`config.mk`:
```
export PLATFORM = sky130hd
export DESIGN_NAME = ssw_supervisor
export DESIGN_NICKNAME = d
export VERILOG_FILES = /design/src/ssw_pkg.sv /design/src/ssw_supervisor.sv /design/src/ssw_timer.sv
export VERILOG_INCLUDE_DIRS = /design/src
export SDC_FILE = /design/constraint.sdc
export NUM_CORES = 1
export LEC_CHECK = 0
export BUFFER_PORTS_ARGS = -buffer_cell sky130_fd_sc_hd__buf_2
export CAP_MARGIN = 20
export CORE_MARGIN = 8
export CORE_UTILIZATION = 50
export CTS_BUF_LIST = sky130_fd_sc_hd__clkbuf_8
export DETAILED_ROUTE_END_ITERATION = 8
export GPL_TIMING_DRIVEN = 0
export MAX_ROUTING_LAYER = met4
export PLACE_DENSITY = 0.78
export SYNTH_ARGS = -nofsm -noshare
export SYNTH_HDL_FRONTEND = slang
export SYNTH_SLANG_ARGS = --single-unit
```
`constraint.sdc`:
```
create_clock -name clk -period 3.55 [get_ports clk]
set_clock_uncertainty 0.15 [all_clocks]
set_input_delay 0.1775 -clock clk [delete_from_list [all_inputs] [get_ports clk]]
set_output_delay 0.1775 -clock clk [all_outputs]
set_load 0.02 [all_outputs]
```
`src/ssw_map.svh`:
```
`ifndef SSW_MAP_SVH
`define SSW_MAP_SVH
// Clock rate and documented intervals.
`define SSW_CLK_HZ 125000000
`define SSW_RESET_MS 200
`define SSW_WDOG_MS 1600
`define SSW_MS_DIV 1000
// Cycle counts derived from the rate.
`define SSW_RESET_CYC ((`SSW_CLK_HZ / `SSW_MS_DIV) * `SSW_RESET_MS)
`define SSW_WDOG_CYC ((`SSW_CLK_HZ / `SSW_MS_DIV) * `SSW_WDOG_MS)
`define SSW_CNT_W 28
`endif

```
`src/ssw_pkg.sv`:
```
package ssw_pkg;
    typedef logic [27:0] ssw_cnt_type;
    typedef enum logic [2:0] {
        SSW_ST_IDLE = 3'h1,
        SSW_ST_HOLD = 3'h2,
        SSW_ST_STRETCH = 3'h4
    } ssw_state_type;
endpackage

```
`src/ssw_supervisor.sv`:
```
`timescale 1ns/10ps
`include "ssw_map.svh"
// Overview of operation
// - Manual reset low starts a reset pulse.
// - Reset pulse lasts 200 ms.
// - Reset held while supply is low.
// - Stretch 200 ms after supply or manual release.
// - Watchdog expiry never drives reset directly.
// - Watchdog times out after 1.6 s steady kick.
// - Tri-stated kick disables the watchdog.
// - Timer clears on reset, tri-state, kick edge.
// - Expired output low until timer clears.
// - Expired output low while supply is low.
// - Expired output releases at once, no stretch.
// - High reset is complement of low reset.
// - Power-fail flag low below sense threshold.
// - Variant may offer only high reset.
module ssw_supervisor #(
    parameter ssw_pkg::ssw_cnt_type RESET_CYCLES = ssw_pkg::ssw_cnt_type'(`SSW_RESET_CYC),
    parameter ssw_pkg::ssw_cnt_type WDOG_CYCLES = ssw_pkg::ssw_cnt_type'(`SSW_WDOG_CYC),
    parameter bit HAS_WATCHDOG = 1'b1,
    parameter bit HAS_RESET_LOW = 1'b1,
    parameter bit HAS_RESET_HIGH = 1'b0
) (
    // Clock and reset
    input wire logic clk,
    input wire logic rst_b,
    // Comparator results and pins
    input wire logic supply_low,
    input wire logic power_fail_low,
    input wire logic manual_reset_n,
    input wire logic watchdog_kick,
    input wire logic watchdog_kick_float,
    // Outputs to the processor
    output logic reset_out_n,
    output logic reset_out,
    output logic watchdog_expired_n,
    output logic power_fail_flag_n
);
    import ssw_pkg::*;

    // Either cause keeps the processor in reset; the sequencer tests it in every state.
    function automatic logic reset_cause(input logic low_supply, input logic manual_n);
        return low_supply || !manual_n;
    endfunction

    ssw_state_type state_r;
    ssw_state_type state_nxt;
    logic rst_asserted;
    logic stretch_load;
    logic stretch_done;
    logic kick_r;
    logic kick_nxt;
    logic kick_seen_r;
    logic kick_seen_nxt;
    logic wd_clear;
    logic wd_done;
    logic reset_n_r;
    logic reset_n_nxt;
    logic reset_h_r;
    logic reset_h_nxt;
    logic wdo_n_r;
    logic wdo_n_nxt;
    logic pfo_n_r;
    logic pfo_n_nxt;

    // Reset sequencer: a hold state while a cause is present, then a stretch.
    always_comb begin
        state_nxt = state_r;
        stretch_load = 1'b0;
        case (state_r)
            SSW_ST_IDLE: begin
                if (reset_cause(supply_low, manual_reset_n)) begin
                    state_nxt = SSW_ST_HOLD;
                end
            end
            SSW_ST_HOLD: begin
                if (!reset_cause(supply_low, manual_reset_n)) begin
                    state_nxt = SSW_ST_STRETCH;
                    stretch_load = 1'b1;
                end
            end
            SSW_ST_STRETCH: begin
                if (reset_cause(supply_low, manual_reset_n)) begin
                    state_nxt = SSW_ST_HOLD;
                end else if (stretch_done) begin
                    state_nxt = SSW_ST_IDLE;
                end
            end
            default: begin
                state_nxt = SSW_ST_HOLD;
            end
        endcase
    end

    always_ff @(posedge clk or negedge rst_b) begin
        if (!rst_b) begin
            state_r <= SSW_ST_HOLD;
        end else begin
            state_r <= state_nxt;
        end
    end

    // Shared timer module counts the 200 ms stretch.
    ssw_timer u_stretch (
        .clk(clk),
        .rst_b(rst_b),
        .load(stretch_load),
        .load_value(RESET_CYCLES - 28'h000_0001),
        .run(state_r == SSW_ST_STRETCH),
        .done(stretch_done)
    );

    // Reset request as seen one cycle ahead of the registered outputs.
    assign rst_asserted = (state_nxt != SSW_ST_IDLE);

    // Kick edge detector; inputs are already synchronous to clk.
    always_comb begin
        kick_nxt = watchdog_kick;
        kick_seen_nxt = !watchdog_kick_float;
    end

    always_ff @(posedge clk or negedge rst_b) begin
        if (!rst_b) begin
            kick_r <= 1'b0;
            kick_seen_r <= 1'b0;
        end else begin
            kick_r <= kick_nxt;
            kick_seen_r <= kick_seen_nxt;
        end
    end

    // The timer also clears when the previous sample was not driven.
    assign wd_clear = (state_r != SSW_ST_IDLE) || watchdog_kick_float || !kick_seen_r
        || (watchdog_kick != kick_r) || !HAS_WATCHDOG;

    ssw_timer u_watchdog (
        .clk(clk),
        .rst_b(rst_b),
        .load(wd_clear),
        .load_value(WDOG_CYCLES - 28'h000_0001),
        .run(HAS_WATCHDOG && !watchdog_kick_float),
        .done(wd_done)
    );

    // Registered outputs; watchdog expiry feeds only its own pin.
    always_comb begin
        reset_n_nxt = !(rst_asserted && HAS_RESET_LOW);
        reset_h_nxt = rst_asserted && (HAS_RESET_HIGH || !HAS_RESET_LOW);
        wdo_n_nxt = !((wd_done && !wd_clear) || supply_low);
        if (!HAS_WATCHDOG) begin
            wdo_n_nxt = 1'b1;
        end
        pfo_n_nxt = !power_fail_low;
    end

    always_ff @(posedge clk or negedge rst_b) begin
        if (!rst_b) begin
            reset_n_r <= 1'b0;
            reset_h_r <= 1'b1;
            wdo_n_r <= 1'b1;
            pfo_n_r <= 1'b1;
        end else begin
            reset_n_r <= reset_n_nxt;
            reset_h_r <= reset_h_nxt;
            wdo_n_r <= wdo_n_nxt;
            pfo_n_r <= pfo_n_nxt;
        end
    end

    assign reset_out_n = reset_n_r;
    assign reset_out = reset_h_r;
    assign watchdog_expired_n = wdo_n_r;
    assign power_fail_flag_n = pfo_n_r;
endmodule // ssw_supervisor

```
`src/ssw_timer.sv`:
```
`timescale 1ns/10ps
`include "ssw_map.svh"
// Loadable down counter shared by the reset stretch and the watchdog.
module ssw_timer (
    // Clock and reset
    input wire logic clk,
    input wire logic rst_b,
    // Control
    input wire logic load,
    input wire ssw_pkg::ssw_cnt_type load_value,
    input wire logic run,
    // Status
    output logic done
);
    import ssw_pkg::*;
    ssw_cnt_type cnt_r;
    ssw_cnt_type cnt_nxt;
    logic done_r;
    logic done_nxt;

    always_comb begin
        cnt_nxt = cnt_r;
        done_nxt = done_r;
        if (load) begin
            cnt_nxt = load_value;
            done_nxt = 1'b0;
        end else if (run && !done_r) begin
            if (cnt_r <= 28'h000_0001) begin
                done_nxt = 1'b1;
            end
            cnt_nxt = cnt_r - 28'h000_0001;
        end
    end

    always_ff @(posedge clk or negedge rst_b) begin
        if (!rst_b) begin
            cnt_r <= 28'h000_0000;
            done_r <= 1'b0;
        end else begin
            cnt_r <= cnt_nxt;
            done_r <= done_nxt;
        end
    end

    assign done = done_r;
endmodule // ssw_timer

```
==> results.toml <==
[yosys]
synth.distinct_cells = 52
async_reset_ff_frac = 1.00
synth_edf_count = 0
synth-xor-area-share = 0.0462
synth_top_area_frac = 0.438
yosys_warnings = 0
ys_seq_area_frac = 0.467
avgSynthCellArea_um2 = 9.63
synthMuxAreaShare = 0.0316
yosys_register_bits = 67
yosys_most_used_dff = "dfrtp_1"
synth-compound-area-share = 0.102
synth_top_area_cell = "dfrtp_1"
synth_top_family_by_area = "simple AND/OR/NAND/NOR gates"
synthAdderAreaFrac = 0.0139
synth_area_leaders = "dfrtp_1, nor4_1, xor2_1, or4_1, nor2_1"
synth_simple_gate_area_frac = 0.310
synth_cells = 374
syn_nets = 385
syn-cell-area_mm2 = 0.00360

[final_layout]
fill_cells = 603
postLayoutCoreUtil = 0.569
drive_above_1_share = 0.130
antenna_cells = 0
layout_common_cells = "dfrtp_1, nor2_1, nand2_1"
top_regs = "u_stretch.cnt_r: 28 flops, u_watchdog.cnt_r: 28 flops, state_r: 3 flops"
multiInputGateArea_mm2 = 0.00182
register_area_mm2 = 0.00168
layout_commonest_cell = "dfrtp_1"
fin_nets = 413
stdcell_count = 506
area_growth_syn_to_layout_pct = 12.1

[sta]
whs_ns = 0.319
finalSetupTns_ns = 0
finalSetupViolCount = 0
hold_viol = 0
max_freq_mhz = 358
tightest_slew_ns = 0.918
timing.final.crit_share = 0.788
min_period_ns = 2.80
drv_slew = 0
relSlewSlack = 0.383
rsz0062_at_grt = "no"

[power]
max-vdd-ir-drop_mv = 0.249
p_total_w = 0.00148
leakagePower_nw = 1.39
powerDensity_mw_per_mm2 = 367

[run]
cap_viol_max_count = 0

[detailed_routing]
vias = 3017
wl_per_cell_um = 16.3
drcViolationCount = 0
drtIter0Drc = 154
ant_nets = 0
vias_per_cell = 5.96
drt_wl_total_um = 8260
firstDrtPassIters = 4

[place]
io_buffers = 10
hpwl_um = 5710
finalWeightedCongestion = 0.837
post-place-cells = 483

[clock_network]
clockBufferDepth = 2
cts_tree = "done"
clock_latency_ns = 0.35
cts-buffers-inserted = 9
cts_sinks = 67
cts_root_buffer = "clkbuf_8"
post-cts-setup-buffers = 0
h-tree-depth = 3
path_clk_slew_ns = 0.07

[critical_path]
worst-path-buf-inv = 1
r2r_slack_ns = 0.75
crit_chain = "inv_1, ha_1, or3b_2, a2111oi_4, or4b_1, a21oi_1"
worst_ep_required_time_ns = 3.67
end_kind = "register"
cp_top_family = "simple AND/OR/NAND/NOR gates"
critical_path_cell_count = 6
crit_arrival_ns = 2.91
critPathSlowestCell = "or3b_2"
crit_type = "register to register"
cp_max_fo = 8
rr_endpoint = "u_stretch.cnt_r[10]$_DFFE_PN0P_"
timing.rr.start = "u_stretch.cnt_r[0]$_DFFE_PN0P_"
max_stage_delay_ns = 0.54
start_kind = "register"
ff2ff_path_depth = 6

[grt]
grt_max_degree = 68
grt_pass1_wl_um = 14600
overflow = 0
grt_pass1_vias = 3073
grt_util_all_layers = 0.184
antenna_found_initial = 0

[floorplan]
die_h_um = 101
start_util = 0.507
die_area_mm2 = 0.0102
coreArea_mm2 = 0.00710
ios = 11
num_rows = 31
die_x_um = 101

[hold_path]
worstHoldPathType = "input pin to async pin"

[status]
status = "finished, final reports clean"
-- routing by layer --
layer  vias to the layer above  track usage  routed length (um)
met5                         -            -                   0
met4                         0       0.0802                 197
met3                        21       0.0297                 329
met2                        68        0.303                4070
met1                      1472        0.218                3670
li1                       1456            -                   -
-- through the flow --
step / area [um^2] / setup WS (ns)
finish: 4040 / 0.754
global route: 4040 / 0.597
CTS: 4030 / 0.768
detailed placement: 3780 / 0.804
global placement: 3770 / 0.834
floorplan: 3600 / 1.07
-- logic make-up (layout without fill, tap and decap cells) --
family / count (synthesis) / in the layout
xor gates and xnor gates: 19 / 19
DFF: 67 / 67
other: 1 / 1
muxes: 11 / 11
adders and majority gates: 4 / 4
AOI/OAI and AO/OA: 54 / 54
buffers and inverters: 25 / 58
and+or+nand+nor: 193 / 193
-- cell usage after synthesis, types with 4 or more instances --
master / n
a21oi_1: 13
and3_1: 5
clkbuf_1: 11
dfrtp_1: 63
dfstp_2: 4
ha_1: 4
inv_1: 12
mux2i_1: 8
nand2_1: 26
nand2b_1: 6
nand3_1: 21
nand4_1: 7
nor2_1: 31
nor3_1: 17
nor4_1: 21
nor4b_1: 4
o21ai_0: 13
o31ai_1: 12
or2_2: 4
or3_1: 7
or3b_2: 6
or4_1: 16
xnor2_1: 5
xor2_1: 14
-- worst max-delay path by stage --
stage,start,endpoint,slack [ns]
global route,u_stretch.cnt_r[1]$_DFFE_PN0P_,u_stretch.cnt_r[10]$_DFFE_PN0P_,0.60
CTS,u_stretch.cnt_r[0]$_DFFE_PN0P_,u_stretch.cnt_r[10]$_DFFE_PN0P_,0.77
finish,u_stretch.cnt_r[0]$_DFFE_PN0P_,u_stretch.cnt_r[10]$_DFFE_PN0P_,0.75
detailed placement,u_stretch.cnt_r[0]$_DFFE_PN0P_,u_stretch.cnt_r[10]$_DFFE_PN0P_,0.80
floorplan,u_stretch.cnt_r[0]$_DFFE_PN0P_,u_stretch.cnt_r[10]$_DFFE_PN0P_,1.07
global placement,u_stretch.cnt_r[0]$_DFFE_PN0P_,u_stretch.cnt_r[10]$_DFFE_PN0P_,0.83
-- what timing repair did --
| action | CTS | global route |
|---|---|---|
| hold buffers | 6 | 0 |
| gates resized for setup | 0 | 0 |
| setup endpoints to repair | 0 | 0 |
| endpoints found under the hold margin | 70 | 0 |
-- worst register-to-register path: cells and delay by family (launching register included) --
kind            cells  cell delay [ns]
simple gates        2             1.02
compound gates      2             0.65
flops               1             0.44
fa+ha+maj           1             0.33
buf+inv             1             0.12
-- power breakdown --
part | internal, W | switching, W
clock | 0.000337 | 0.000293
combinational | 0.0000230 | 0.0000506
sequential | 0.000772 | 0.00000589
total | 0.00113 | 0.000349
-- area by class of cell --
type | count | share of cell area
Multi-Input combinational cell | 282 | 0.450
Sequential cell | 67 | 0.417
Clock buffer | 10 | 0.0341
Tap cell | 99 | 0.0307
Timing Repair Buffer | 17 | 0.0291
Buffer | 13 | 0.0143
Clock inverter | 6 | 0.0139
Inverter | 12 | 0.0112
Note: power is estimated with default switching activity, not from simulation.
